==> config.mk <==
export PLATFORM = sky130hd
export DESIGN_NAME = tsc_top
export DESIGN_NICKNAME = d
export VERILOG_FILES = /design/src/pkg/tsc_pkg.sv /design/src/design/tsc_prescaler.sv /design/src/design/tsc_burst.sv /design/src/design/tsc_top.sv
export VERILOG_INCLUDE_DIRS = /design/src /design/src/pkg
export SDC_FILE = /design/constraint.sdc
export NUM_CORES = 1
export LEC_CHECK = 0
export ABC_AREA = 1
export BUFFER_PORTS_ARGS = -buffer_cell sky130_fd_sc_hd__buf_2
export CAP_MARGIN = 20
export CORE_MARGIN = 2
export CORE_UTILIZATION = 38
export DETAILED_ROUTE_END_ITERATION = 16
export PLACE_DENSITY = 0.55
export SLEW_MARGIN = 40
export SYNTH_ARGS = -nofsm -noshare
export SYNTH_HDL_FRONTEND = slang
export SYNTH_SLANG_ARGS = --single-unit
==> constraint.sdc <==
create_clock -name core_clk -period 7.6 [get_ports core_clk]
set_input_delay 0.76 -clock core_clk [delete_from_list [all_inputs] [get_ports core_clk]]
set_output_delay 0.76 -clock core_clk [all_outputs]
set_load 0.01 [all_outputs]
==> src/pkg/tsc_regs.svh <==
`ifndef TSC_REGS_SVH
`define TSC_REGS_SVH

// Byte offsets on the register bus
`define TSC_OFF_CTRL 8'h00
`define TSC_OFF_AUTONOMOUS_PAIR_SELECT 8'h04
`define TSC_OFF_PM0 8'h08
`define TSC_OFF_PM1 8'h0C
`define TSC_OFF_ATCFG 8'h10
`define TSC_OFF_PM2 8'h74
`define TSC_OFF_CMP3 8'h8C
`define TSC_OFF_CMP4 8'h90
`define TSC_OFF_CMP5 8'h94
`define TSC_OFF_CMP6 8'h98
`define TSC_OFF_CMP7 8'h9C
`define TSC_OFF_DMASTAT 8'hA0
`define TSC_OFF_SEQSTAT 8'hF0
`define TSC_OFF_PARAM 8'hF8
`define TSC_OFF_REV 8'hFC

// Field positions
`define TSC_CTRL_EN 0
`define TSC_CTRL_SOFT_RESET_TRIGGER 7
`define TSC_AT_EN 8
`define TSC_AT_IDX_HI 4
`define TSC_AT_IDX_LO 0
`define TSC_PM_HI 16
`define TSC_DIV_HI 31
`define TSC_DIV_LO 16
`define TSC_CHG_HI 15
`define TSC_CHG_LO 8
`define TSC_SET_HI 7
`define TSC_SET_LO 0

// Reset values
`define TSC_RST_WORD 32'h0000_0000
`define TSC_RST_PAIRS 17'h0_0000
`define TSC_RST_IDX 5'h00
`define TSC_RST_BYTE 8'h00
`define TSC_RST_DIV 16'h0000
`define TSC_RST_CNT17 17'h0_0000
`define TSC_ONE8 8'h01
`define TSC_ZERO8 8'h00

// Per-pair mode codes
`define TSC_MODE_OFF 3'h0
`define TSC_MODE_GRP_A 3'h1
`define TSC_MODE_GRP_B 3'h2
`define TSC_MODE_MATRIX 3'h3
`define TSC_MODE_DMA 3'h4

// Read-only identity words; values are arbitrary
`define TSC_PARAM_VAL 32'h0000_0011
`define TSC_REV_VAL 32'h0000_0100

`endif

==> src/pkg/tsc_pkg.sv <==
package tsc_pkg;
    typedef enum logic [1:0] {
        TSC_IDLE = 2'b00,
        TSC_CHARGE = 2'b01,
        TSC_SETTLE = 2'b11
    } tsc_phase_e;
    typedef logic [16:0] tsc_pairs_t;
    typedef logic [31:0] tsc_word_t;
endpackage

==> src/design/tsc_prescaler.sv <==
`timescale 1ns/100ps
`include "tsc_regs.svh"
module tsc_prescaler (
    // Clock and reset
    input wire logic core_clk,
    input wire logic rstn,
    // Control
    input wire logic enable,
    input wire logic [15:0] div,
    // Sample clock enable
    output logic tick
);
    import tsc_pkg::*;

    logic [16:0] cnt_q;
    logic [16:0] cnt_d;
    logic [16:0] last;

    // Period is 2*(div+1) core cycles
    assign last = {div, 1'b1};
    // A divider cut below the running count still wraps at once
    assign tick = enable && (cnt_q >= last);

    always_comb begin
        cnt_d = cnt_q;
        if (!enable || cnt_q >= last) begin
            cnt_d = `TSC_RST_CNT17;
        end else begin
            cnt_d = cnt_q + 17'h0_0001;
        end
    end

    always_ff @(posedge core_clk or negedge rstn) begin
        if (!rstn) begin
            cnt_q <= `TSC_RST_CNT17;
        end else begin
            cnt_q <= cnt_d;
        end
    end
endmodule

==> src/design/tsc_burst.sv <==
`timescale 1ns/100ps
`include "tsc_regs.svh"
module tsc_burst (
    // Clock and reset
    input wire logic core_clk,
    input wire logic rstn,
    // Control
    input wire logic run,
    input wire logic tick,
    input wire logic [7:0] charge_cycles,
    input wire logic [7:0] settle_cycles,
    // Phase outputs
    output logic charge_on,
    output logic settle_on,
    output logic cycle_done
);
    import tsc_pkg::*;

    tsc_phase_e phase_q;
    tsc_phase_e phase_d;
    logic [7:0] cnt_q;
    logic [7:0] cnt_d;
    logic done_q;
    logic done_d;
    logic [7:0] cnt_inc;

    assign cnt_inc = cnt_q + `TSC_ONE8;

    always_comb begin
        phase_d = phase_q;
        cnt_d = cnt_q;
        done_d = 1'b0;
        case (phase_q)
            TSC_IDLE: begin
                cnt_d = `TSC_ZERO8;
                if (run && tick) begin
                    if (charge_cycles != `TSC_ZERO8) begin
                        phase_d = TSC_CHARGE;
                    end else if (settle_cycles != `TSC_ZERO8) begin
                        phase_d = TSC_SETTLE;
                    end
                end
            end
            TSC_CHARGE: begin
                // Charge lasts charge_cycles sample ticks
                if (tick) begin
                    cnt_d = cnt_inc;
                    if (cnt_inc >= charge_cycles) begin
                        cnt_d = `TSC_ZERO8;
                        if (settle_cycles != `TSC_ZERO8) begin
                            phase_d = TSC_SETTLE;
                        end else begin
                            phase_d = TSC_IDLE;
                            done_d = 1'b1;
                        end
                    end
                end
            end
            TSC_SETTLE: begin
                // Settle waits settle_cycles ticks after the charge
                if (tick) begin
                    cnt_d = cnt_inc;
                    if (cnt_inc >= settle_cycles) begin
                        cnt_d = `TSC_ZERO8;
                        phase_d = TSC_IDLE;
                        done_d = 1'b1;
                    end
                end
            end
            default: begin
                phase_d = TSC_IDLE;
                cnt_d = `TSC_ZERO8;
            end
        endcase
        if (!run) begin
            phase_d = TSC_IDLE;
            cnt_d = `TSC_ZERO8;
            done_d = 1'b0;
        end
    end

    always_ff @(posedge core_clk or negedge rstn) begin
        if (!rstn) begin
            phase_q <= TSC_IDLE;
            cnt_q <= `TSC_ZERO8;
            done_q <= 1'b0;
        end else begin
            phase_q <= phase_d;
            cnt_q <= cnt_d;
            done_q <= done_d;
        end
    end

    assign charge_on = (phase_q == TSC_CHARGE);
    assign settle_on = (phase_q == TSC_SETTLE);
    assign cycle_done = done_q;
endmodule

==> src/design/tsc_top.sv <==
`timescale 1ns/100ps
`include "tsc_regs.svh"
module tsc_top (
    // Clock and reset
    input wire logic core_clk,
    input wire logic rstn,
    // AHB-Lite slave
    input wire logic hsel,
    input wire logic [31:0] haddr,
    input wire logic [1:0] htrans,
    input wire logic hwrite,
    input wire logic [2:0] hsize,
    input wire logic [31:0] hwdata,
    input wire logic hready,
    output logic hreadyout,
    output logic hresp,
    output tsc_pkg::tsc_word_t hrdata,
    // Module state
    output logic module_enable,
    output logic sample_tick,
    // Pair group assignment
    output tsc_pkg::tsc_pairs_t pair_group_a,
    output tsc_pkg::tsc_pairs_t pair_group_b,
    output tsc_pkg::tsc_pairs_t pair_group_matrix,
    output tsc_pkg::tsc_pairs_t pair_group_dma,
    // Autonomous sensor
    output tsc_pkg::tsc_pairs_t sense_line_a,
    output tsc_pkg::tsc_pairs_t sense_line_b,
    output logic auto_charge,
    output logic auto_settle,
    output logic auto_cycle_done,
    // DMA-driven sensors
    output logic dma_charge,
    output logic dma_settle,
    output logic dma_cycle_done
);
    import tsc_pkg::*;

    // Register state
    logic en_q;
    logic en_d;
    logic autonomous_sense_enable_q;
    logic autonomous_sense_enable_d;
    logic [4:0] idx_q;
    logic [4:0] idx_d;
    tsc_pairs_t pm0_q;
    tsc_pairs_t pm0_d;
    tsc_pairs_t pm1_q;
    tsc_pairs_t pm1_d;
    tsc_pairs_t pm2_q;
    tsc_pairs_t pm2_d;
    logic [15:0] div_q;
    logic [15:0] div_d;
    logic [7:0] chg_q;
    logic [7:0] chg_d;
    logic [7:0] set_q;
    logic [7:0] set_d;
    tsc_word_t cmp_q [3:7];
    tsc_word_t cmp_d [3:7];

    // Bus state
    logic wr_pend_q;
    logic wr_pend_d;
    logic [7:0] wr_addr_q;
    logic [7:0] wr_addr_d;
    tsc_word_t rdata_q;
    tsc_word_t rdata_d;

    // Decoded group state, registered for the outputs
    tsc_pairs_t grp_a_c;
    tsc_pairs_t grp_b_c;
    tsc_pairs_t grp_m_c;
    tsc_pairs_t grp_d_c;
    tsc_pairs_t line_c;
    tsc_pairs_t grp_a_q;
    tsc_pairs_t grp_b_q;
    tsc_pairs_t grp_m_q;
    tsc_pairs_t grp_d_q;
    tsc_pairs_t line_q;

    logic addr_take;
    logic [7:0] addr_lo;
    logic auto_run;
    logic dma_run;
    logic soft_reset_trigger;
    logic a_charge;
    logic a_settle;
    logic d_charge;
    logic d_settle;
    tsc_word_t seq_status;

    // Zero-wait slave: every transfer ends in one data phase
    assign hreadyout = 1'b1;
    assign hresp = 1'b0;
    assign hrdata = rdata_q;
    assign addr_take = hsel && hready && htrans[1];
    assign addr_lo = {haddr[7:2], 2'b00};

    // Software reset acts in the write data phase
    assign soft_reset_trigger = wr_pend_q && (wr_addr_q == `TSC_OFF_CTRL) &&
                   hwdata[`TSC_CTRL_SOFT_RESET_TRIGGER];

    assign auto_run = en_q && autonomous_sense_enable_q;
    assign dma_run = en_q && (|grp_d_q);

    assign seq_status = {26'h000_0000, d_settle, d_charge,
                         a_settle, a_charge, autonomous_sense_enable_q, en_q};

    // Per-pair decode of the three mode planes
    genvar gi;
    generate
        for (gi = 0; gi <= `TSC_PM_HI; gi = gi + 1) begin : g_pair
            logic [2:0] code;
            assign code = {pm2_q[gi], pm1_q[gi], pm0_q[gi]};
            assign grp_a_c[gi] = en_q && (code == `TSC_MODE_GRP_A);
            assign grp_b_c[gi] = en_q && (code == `TSC_MODE_GRP_B);
            assign grp_m_c[gi] = en_q && (code == `TSC_MODE_MATRIX);
            assign grp_d_c[gi] = en_q && (code == `TSC_MODE_DMA);
            // Index beyond the last pair selects no line at all
            assign line_c[gi] = auto_run &&
                                (idx_q == 5'(gi));
        end
    endgenerate

    // Read mux, sampled in the address phase
    always_comb begin
        rdata_d = rdata_q;
        if (addr_take && !hwrite) begin
            case (addr_lo)
                `TSC_OFF_CTRL: begin
                    // Reset trigger bit never reads back
                    rdata_d = {31'h0000_0000, en_q};
                end
                `TSC_OFF_AUTONOMOUS_PAIR_SELECT: begin
                    rdata_d = {23'h00_0000, autonomous_sense_enable_q, 3'h0, idx_q};
                end
                `TSC_OFF_PM0: begin
                    rdata_d = {15'h0000, pm0_q};
                end
                `TSC_OFF_PM1: begin
                    rdata_d = {15'h0000, pm1_q};
                end
                `TSC_OFF_PM2: begin
                    rdata_d = {15'h0000, pm2_q};
                end
                `TSC_OFF_ATCFG: begin
                    rdata_d = {div_q, chg_q, set_q};
                end
                `TSC_OFF_CMP3: begin
                    rdata_d = cmp_q[3];
                end
                `TSC_OFF_CMP4: begin
                    rdata_d = cmp_q[4];
                end
                `TSC_OFF_CMP5: begin
                    rdata_d = cmp_q[5];
                end
                `TSC_OFF_CMP6: begin
                    rdata_d = cmp_q[6];
                end
                `TSC_OFF_CMP7: begin
                    rdata_d = cmp_q[7];
                end
                `TSC_OFF_SEQSTAT: begin
                    rdata_d = seq_status;
                end
                `TSC_OFF_PARAM: begin
                    rdata_d = `TSC_PARAM_VAL;
                end
                `TSC_OFF_REV: begin
                    rdata_d = `TSC_REV_VAL;
                end
                default: begin
                    // Unmapped and status words with no contents read zero
                    rdata_d = `TSC_RST_WORD;
                end
            endcase
        end
    end

    // Register writes, taken in the data phase
    always_comb begin
        wr_pend_d = addr_take && hwrite;
        wr_addr_d = addr_take ? addr_lo : wr_addr_q;
        en_d = en_q;
        autonomous_sense_enable_d = autonomous_sense_enable_q;
        idx_d = idx_q;
        pm0_d = pm0_q;
        pm1_d = pm1_q;
        pm2_d = pm2_q;
        div_d = div_q;
        chg_d = chg_q;
        set_d = set_q;
        for (int i = 3; i <= 7; i++) begin
            cmp_d[i] = cmp_q[i];
        end
        if (wr_pend_q) begin
            // Writes to read-only words fall through untouched
            case (wr_addr_q)
                `TSC_OFF_CTRL: begin
                    en_d = hwdata[`TSC_CTRL_EN];
                end
                `TSC_OFF_AUTONOMOUS_PAIR_SELECT: begin
                    autonomous_sense_enable_d = hwdata[`TSC_AT_EN];
                    idx_d = hwdata[`TSC_AT_IDX_HI:`TSC_AT_IDX_LO];
                end
                `TSC_OFF_PM0: begin
                    pm0_d = hwdata[`TSC_PM_HI:0];
                end
                `TSC_OFF_PM1: begin
                    pm1_d = hwdata[`TSC_PM_HI:0];
                end
                `TSC_OFF_PM2: begin
                    pm2_d = hwdata[`TSC_PM_HI:0];
                end
                `TSC_OFF_ATCFG: begin
                    div_d = hwdata[`TSC_DIV_HI:`TSC_DIV_LO];
                    chg_d = hwdata[`TSC_CHG_HI:`TSC_CHG_LO];
                    set_d = hwdata[`TSC_SET_HI:`TSC_SET_LO];
                end
                `TSC_OFF_CMP3: begin
                    cmp_d[3] = hwdata;
                end
                `TSC_OFF_CMP4: begin
                    cmp_d[4] = hwdata;
                end
                `TSC_OFF_CMP5: begin
                    cmp_d[5] = hwdata;
                end
                `TSC_OFF_CMP6: begin
                    cmp_d[6] = hwdata;
                end
                `TSC_OFF_CMP7: begin
                    cmp_d[7] = hwdata;
                end
                default: begin
                end
            endcase
        end
        if (soft_reset_trigger) begin
            // Whole register file back to reset, module left disabled
            en_d = 1'b0;
            autonomous_sense_enable_d = 1'b0;
            idx_d = `TSC_RST_IDX;
            pm0_d = `TSC_RST_PAIRS;
            pm1_d = `TSC_RST_PAIRS;
            pm2_d = `TSC_RST_PAIRS;
            div_d = `TSC_RST_DIV;
            chg_d = `TSC_RST_BYTE;
            set_d = `TSC_RST_BYTE;
            for (int i = 3; i <= 7; i++) begin
                cmp_d[i] = `TSC_RST_WORD;
            end
        end
    end

    always_ff @(posedge core_clk or negedge rstn) begin
        if (!rstn) begin
            wr_pend_q <= 1'b0;
            wr_addr_q <= `TSC_OFF_CTRL;
            rdata_q <= `TSC_RST_WORD;
            en_q <= 1'b0;
            autonomous_sense_enable_q <= 1'b0;
            idx_q <= `TSC_RST_IDX;
            pm0_q <= `TSC_RST_PAIRS;
            pm1_q <= `TSC_RST_PAIRS;
            pm2_q <= `TSC_RST_PAIRS;
            div_q <= `TSC_RST_DIV;
            chg_q <= `TSC_RST_BYTE;
            set_q <= `TSC_RST_BYTE;
            for (int i = 3; i <= 7; i++) begin
                cmp_q[i] <= `TSC_RST_WORD;
            end
        end else begin
            wr_pend_q <= wr_pend_d;
            wr_addr_q <= wr_addr_d;
            rdata_q <= rdata_d;
            en_q <= en_d;
            autonomous_sense_enable_q <= autonomous_sense_enable_d;
            idx_q <= idx_d;
            pm0_q <= pm0_d;
            pm1_q <= pm1_d;
            pm2_q <= pm2_d;
            div_q <= div_d;
            chg_q <= chg_d;
            set_q <= set_d;
            for (int i = 3; i <= 7; i++) begin
                cmp_q[i] <= cmp_d[i];
            end
        end
    end

    // Output flops for decoded groups and line selects
    always_ff @(posedge core_clk or negedge rstn) begin
        if (!rstn) begin
            grp_a_q <= `TSC_RST_PAIRS;
            grp_b_q <= `TSC_RST_PAIRS;
            grp_m_q <= `TSC_RST_PAIRS;
            grp_d_q <= `TSC_RST_PAIRS;
            line_q <= `TSC_RST_PAIRS;
        end else begin
            grp_a_q <= grp_a_c;
            grp_b_q <= grp_b_c;
            grp_m_q <= grp_m_c;
            grp_d_q <= grp_d_c;
            line_q <= line_c;
        end
    end

    assign module_enable = en_q;
    assign pair_group_a = grp_a_q;
    assign pair_group_b = grp_b_q;
    assign pair_group_matrix = grp_m_q;
    assign pair_group_dma = grp_d_q;
    assign sense_line_a = line_q;
    assign sense_line_b = line_q;

    // Sample clock enable; held in reset while the module is off
    tsc_prescaler u_presc (
        .core_clk(core_clk),
        .rstn(rstn),
        .enable(en_q),
        .div(div_q),
        .tick(sample_tick)
    );

    tsc_burst u_auto (
        .core_clk(core_clk),
        .rstn(rstn),
        .run(auto_run),
        .tick(sample_tick),
        .charge_cycles(chg_q),
        .settle_cycles(set_q),
        .charge_on(a_charge),
        .settle_on(a_settle),
        .cycle_done(auto_cycle_done)
    );

    tsc_burst u_dma (
        .core_clk(core_clk),
        .rstn(rstn),
        .run(dma_run),
        .tick(sample_tick),
        .charge_cycles(chg_q),
        .settle_cycles(set_q),
        .charge_on(d_charge),
        .settle_on(d_settle),
        .cycle_done(dma_cycle_done)
    );

    assign auto_charge = a_charge;
    assign auto_settle = a_settle;
    assign dma_charge = d_charge;
    assign dma_settle = d_settle;
endmodule

==> flow_summary.toml, run 1 <==
[critical_path]
r2r_slack_ps = 4640
rr_startpoint = "u_auto.cnt_q[0]"
path_class = "flop to output port"
worstPathArrival_ps = 2530
crit_path_start_kind = "flop"
critPathRequiredTime_ps = 6840
cp_cell_sequence = "ha_1 > nand2_1 > nor2_1 > nand2_1 > nand2_1 > nand2_1 > nand3_2 > nand2_1 > inv_1 > buf_2"
critPathLaunch = "u_presc.cnt_q[8]"
crit_buf_inv = 2
r2r-end = "u_auto.cnt_q[3]"
crit_family = "simple AND/OR/NAND/NOR gates"
slowest_delay_ps = 480
cp_slowest_cell = "dfrtp_1"
end_kind = "output port"
crit_fanout = 9
cp_common_cell = "nand2_1"
cp-endpoint = "sample_tick"
reg2reg_depth = 12
crit_cells = 10

[drt]
dr.pass1.iters = 5
routed_wirelength_um = 56400
drt-initial-drc-count = 1198
drt-wirelength-per-cell_um = 19.3
num_vias = 15300
drc = 0
vias_per_cell = 5.24
ant_nets = 0

[final_layout]
area_growth_pct = 16.8
final_cell_mix = "623 x nand2_1, 413 x dfrtp_1, 184 x buf_2, 181 x o21ai_0, 155 x nor2_1"
drive_gt1_share_pct = 13.3
final_common_cell = "nand2_1"
fin_util_pct = 45.1
fin_nets = 2406
design_area_um2 = 21600

[timing]
finClkSkew_ps = 30.6
rsz0062_at_grt = "false"
fin_setup_tns_ps = 0
finalWorstSetupSlack_ps = 4310
setup_viol = 0
fmaxAchievable_mhz = 304
hold_viol = 0
fin_crit_sh_pct = 43.2
timing.hold.ws_ps = 60.6
worst_pin_slew_ps = 886
slew_headroom_pct = 40.9
drv_slew = 0
period_needed_ps = 3290

[synthesis]
yosysUniqueCellTypes = 43
ys_warn_count = 0
syn_inst = 2128
ys.flop_type = "dfrtp_1"
syn-num-nets = 2253
avgSynthCellArea_um2 = 8.70
async_flop_share_pct = 100
synth-edff-count = 0
seq_area_frac_synth_pct = 55.8
synth_area_um2 = 18500
ys_ff_latch = 413

[place]
post-place-ws_ps = 4450
hpwl_um = 38100
place_congestion = 0.857
place_area_um2 = 20000
port_buffers = 185

[run]
max_cap_viol_count = 0

[global_routing]
grt_pass1_vias = 14800
antenna_found_initial = 4
grt_max_degree = 90
grt_pass1_wl_um = 87100
globalRouteOverflowTotal = 0
grt.total_usage_pct = 22.6

[floorplan]
start_util_pct = 38.6
fp.dieW_um = 225
coreArea_um2 = 47900
ios = 218
die-area_um2 = 50500
die_y_um = 225
row_count = 80

[power]
ir_drop_v = 0.000148
leakage_nw = 10.9
powerDensity_nw_per_um2 = 301

[clocking]
cts.path.max_buffers = 3
cts_tree = "built"
cts.repair.resized = 0
clk_pin_slew_ps = 60
hold_buffers = 0
clock_latency_ps = 590
cts_setup_buffers = 0
cts_inserted_buffers = 46
clock_tree.root_cell = "clkbuf_16"
cts.sinks = 413
htree_levels = 2

[outcome]
outcome = "finished clean"

[hold_path]
hold_path_class = "primary input to async pin"
## cell families after synthesis
kind of cell               count (synthesis)  synth area share (%)
and+or+nand+nor                          951                  21.1
muxes                                      2                 0.115
other                                      2                0.0405
xor gates and xnor gates                  16                 0.756
buffers and inverters                    261                  5.88
DFF                                      413                  55.8
AOI/OAI and AO/OA                        432                  12.9
adders and majority gates                 51                  3.44
## Yosys cell counts, types with 8 or more instances
| library cell | instances | area, um^2 |
|---|---|---|
| nand2_1 | 623 | 2340 |
| dfrtp_1 | 413 | 10300 |
| o21ai_0 | 181 | 906 |
| nor2_1 | 157 | 589 |
| inv_1 | 154 | 578 |
| o21ai_1 | 121 | 606 |
| nand3_1 | 74 | 370 |
| a21oi_1 | 57 | 285 |
| clkbuf_1 | 56 | 210 |
| ha_1 | 51 | 638 |
| nor4_1 | 39 | 244 |
| buf_2 | 28 | 140 |
| nand4_1 | 28 | 175 |
| buf_4 | 19 | 143 |
| a22o_1 | 14 | 123 |
| a211oi_1 | 11 | 82.6 |
| xor2_1 | 11 | 96.3 |
| nor3_1 | 10 | 50.1 |
| o22ai_1 | 10 | 62.6 |
| nor2_2 | 8 | 50.1 |
## how the worst min path moves through the flow
stage	start	end	slack, ps
final	rstn	pair_group_b[12]	60
after global routing	rstn	pair_group_b[12]	70
after CTS	rstn	pair_group_b[12]	50
after detailed placement	pm2_q[7]	pair_group_b[7]	450
after global placement	pm2_q[12]	pair_group_a[12]	450
after floorplan	pm2_q[13]	pair_group_b[13]	430
## per-stage QoR
stage          std cells  power (W)
6_report            2927    0.00650
4_1_cts             2923    0.00655
3_5_place_dp        2845    0.00423
3_3_place_gp        2842    0.00418
2_1_floorplan       2128    0.00369
5_1_grt             2927    0.00687
## state kept, by name, indices dropped and copies added, names as in the netlist, 16 cells and up
signal             count
sense_line_a          17
pair_group_dma        17
pm1_q                 17
cmp_q                160
div_q                 16
pm0_q                 17
hrdata                32
pair_group_a          17
pm2_q                 17
u_presc.cnt_q         17
pair_group_matrix     17
pair_group_b          17
## final cells by class
cell class	count	area, um^2
Timing Repair Buffer	209	1230
Inverter	157	596
Antenna cell	1	2.50
Clock buffer	63	1330
Sequential cell	413	10300
Clock inverter	15	219
Multi-Input combinational cell	1454	7160
Fill cell	4620	26300
Tap cell	615	769
## metal layers
metal	global-route usage [%]	wire (um)	share of wire, %	vias to the layer above
met3	3.46	3440	6.1	105
met2	36.2	25800	46	523
li1	-	-	-	7339
met4	9.63	2340	4.1	4
met1	30.7	24800	44	7377
met5	0	24	0.043	-
## power by group
group          switching (W)  internal (W)
registers           0.000305       0.00261
clock network       0.000921       0.00138
logic               0.000866      0.000418
No activity file was read; power rests on OpenSTA's default activity.
==> run 2, diff against run 1 <==
Clock period 7.6 ns to 3.4 ns, I/O delays scaled along.
==> run 2 against run 1 <==
  * Wire length decreased by 0.41%
  * Setup slack got worse by 3800 ps
  * Total power increased by 120%
  * Hold slack improved by 51 ps
  * Core utilization about the same
  * Critical path depth increased by 2
  * Flip-flop and latch count unchanged
  * Via count decreased by 0.51%
  * Sequential power increased by 120%
  * Non-clock buffer count increased by 16
  * Critical path type is now flop to flop
==> flow_summary.toml, run 2 (synthesis results as in run 1) <==
[critical_path]
crit_fanout = 5
cp_slowest_cell = "dfrtp_1"
worstPathArrival_ps = 3390
end_kind = "flop"
path_class = "flop to flop"
crit_cells = 12
cp_common_cell = "nand3_1"
crit_buf_inv = 1
reg2reg_depth = 12
critPathRequiredTime_ps = 3880
slowest_delay_ps = 440
crit_family = "simple AND/OR/NAND/NOR gates"
cp_cell_sequence = "inv_1 > nor2_1 > nand3_1 > nand3b_1 > xnor2_1 > ha_1 > a21oi_1 > o21a_1 > nand3_1 > o21ai_0 > nand3_1 > o21ai_0"
crit_path_start_kind = "flop"

[floorplan]
ios = 218
fp.dieW_um = 225
die_y_um = 225
coreArea_um2 = 47900
start_util_pct = 38.6
row_count = 80
die-area_um2 = 50500

[place]
place_congestion = 0.870
place_area_um2 = 20200
hpwl_um = 39200
port_buffers = 185
post-place-ws_ps = 460

[final_layout]
final_cell_mix = "623 x nand2_1, 413 x dfrtp_1, 184 x buf_2, 181 x o21ai_0, 155 x nor2_1"
largest-register = "cmp_q"
largest_reg_flops = 160
fin_nets = 2421
design_area_um2 = 21700
final_common_cell = "nand2_1"
drive_gt1_share_pct = 13.3
area_growth_pct = 16.9

[global_routing]
met1_usage_pct = 29.5
use_met3_pct = 4.10
grt_max_degree = 89
antenna_found_initial = 4
grt.total_usage_pct = 22.4
grt_pass1_vias = 14900
globalRouteOverflowTotal = 0
use_met2_pct = 36.7
grt_pass1_wl_um = 86400
busiest_layer = "met2"

[timing]
finalWorstSetupSlack_ps = 494
setup_viol = 0
slew_headroom_pct = 40.7
hold_viol = 0
period_needed_ps = 2910
worst_pin_slew_ps = 889
fin_crit_sh_pct = 85.5
fmaxAchievable_mhz = 344
drv_slew = 0
fin_setup_tns_ps = 0
rsz0062_at_grt = "false"
finClkSkew_ps = 18.8

[drt]
drt-wirelength-per-cell_um = 19.1
ant_nets = 0
drt-initial-drc-count = 1137
dr.pass1.iters = 5
routed_wirelength_um = 56100
vias_per_cell = 5.19
num_vias = 15300
drc = 0

[clocking]
clock_tree.root_cell = "clkbuf_16"
clock_latency_ps = 570
cts_inserted_buffers = 45
clk_pin_slew_ps = 60
cts.path.max_buffers = 3
cts.sinks = 413
cts_tree = "built"
htree_levels = 2
cts.repair.resized = 0

[run]
max_cap_viol_count = 0

[outcome]
outcome = "finished clean"

[hold_path]
hold_path_class = "primary input to flop"
hold_path_depth = 3

[power]
powerDensity_nw_per_um2 = 652
ir_drop_v = 0.000402
leakage_nw = 11.0
[run 2: path summary, 6_finish.rpt]
| kind | startpoint | endpoint | slack (ps) |
|---|---|---|---|
| setup / recovery | u_auto.cnt_q[0] | u_auto.cnt_q[5] | 490 |
| hold / removal | haddr[2] | wr_addr_q[2] | 110 |
| setup reg to reg | u_auto.cnt_q[0] | u_auto.cnt_q[5] | 490 |
| hold reg to reg | pm2_q[12] | pair_group_a[12] | 460 |
| max in group asynchronous | rstn | pair_group_a[11] | 1970 |
| min in group asynchronous | rstn | pair_group_matrix[4] | 420 |
[run 2: metrics by stage]
stage	std cells	util, %	hold slack [ps]	total power [W]
final	2944	45.2	112	0.0141
after global routing	2942	45.1	111	0.0150
after CTS	2940	45.1	72.5	0.0143
after detailed placement	2861	42.1	422	0.00947
after global placement	2860	42.1	422	0.00937
after floorplan	2128	-	44.4	0.00824
[run 2: timing repair]
action,CTS,global route
endpoints found under the hold margin,83,0
setup endpoints to repair,0,0
buffers inserted,0,0
hold buffers,2,0
[run 2: final cells by class]
type                            instances  area (um^2)
Sequential cell                       413        10300
Multi-Input combinational cell       1454         7150
Tap cell                              615          769
Clock buffer                           66         1280
Timing Repair Buffer                  225         1410
Inverter                              157          592
Clock inverter                         11          109
Fill cell                            4696        26300
Antenna cell                            3         7.51
[run 2: worst reg2reg max path, delay by kind of cell (launching register included)]
kind | cells | cell delay (ps)
simple gates | 5 | 860
xor+xnor | 1 | 280
fa+ha+maj | 1 | 310
compound gates | 4 | 860
buf+inv | 1 | 70
flops | 1 | 440
[run 2: per-layer routing]
layer / up-vias / part of all wire (%)
met4: 2 / 3.8
li1: 7363 / -
met5: - / 0.023
met2: 404 / 47
met1: 7396 / 44
met3: 105 / 5.3
[run 2: power by group]
part	internal, W	switching (W)
combinational	0.000951	0.00195
sequential	0.00583	0.000664
clock	0.00275	0.00197
total	0.00954	0.00458
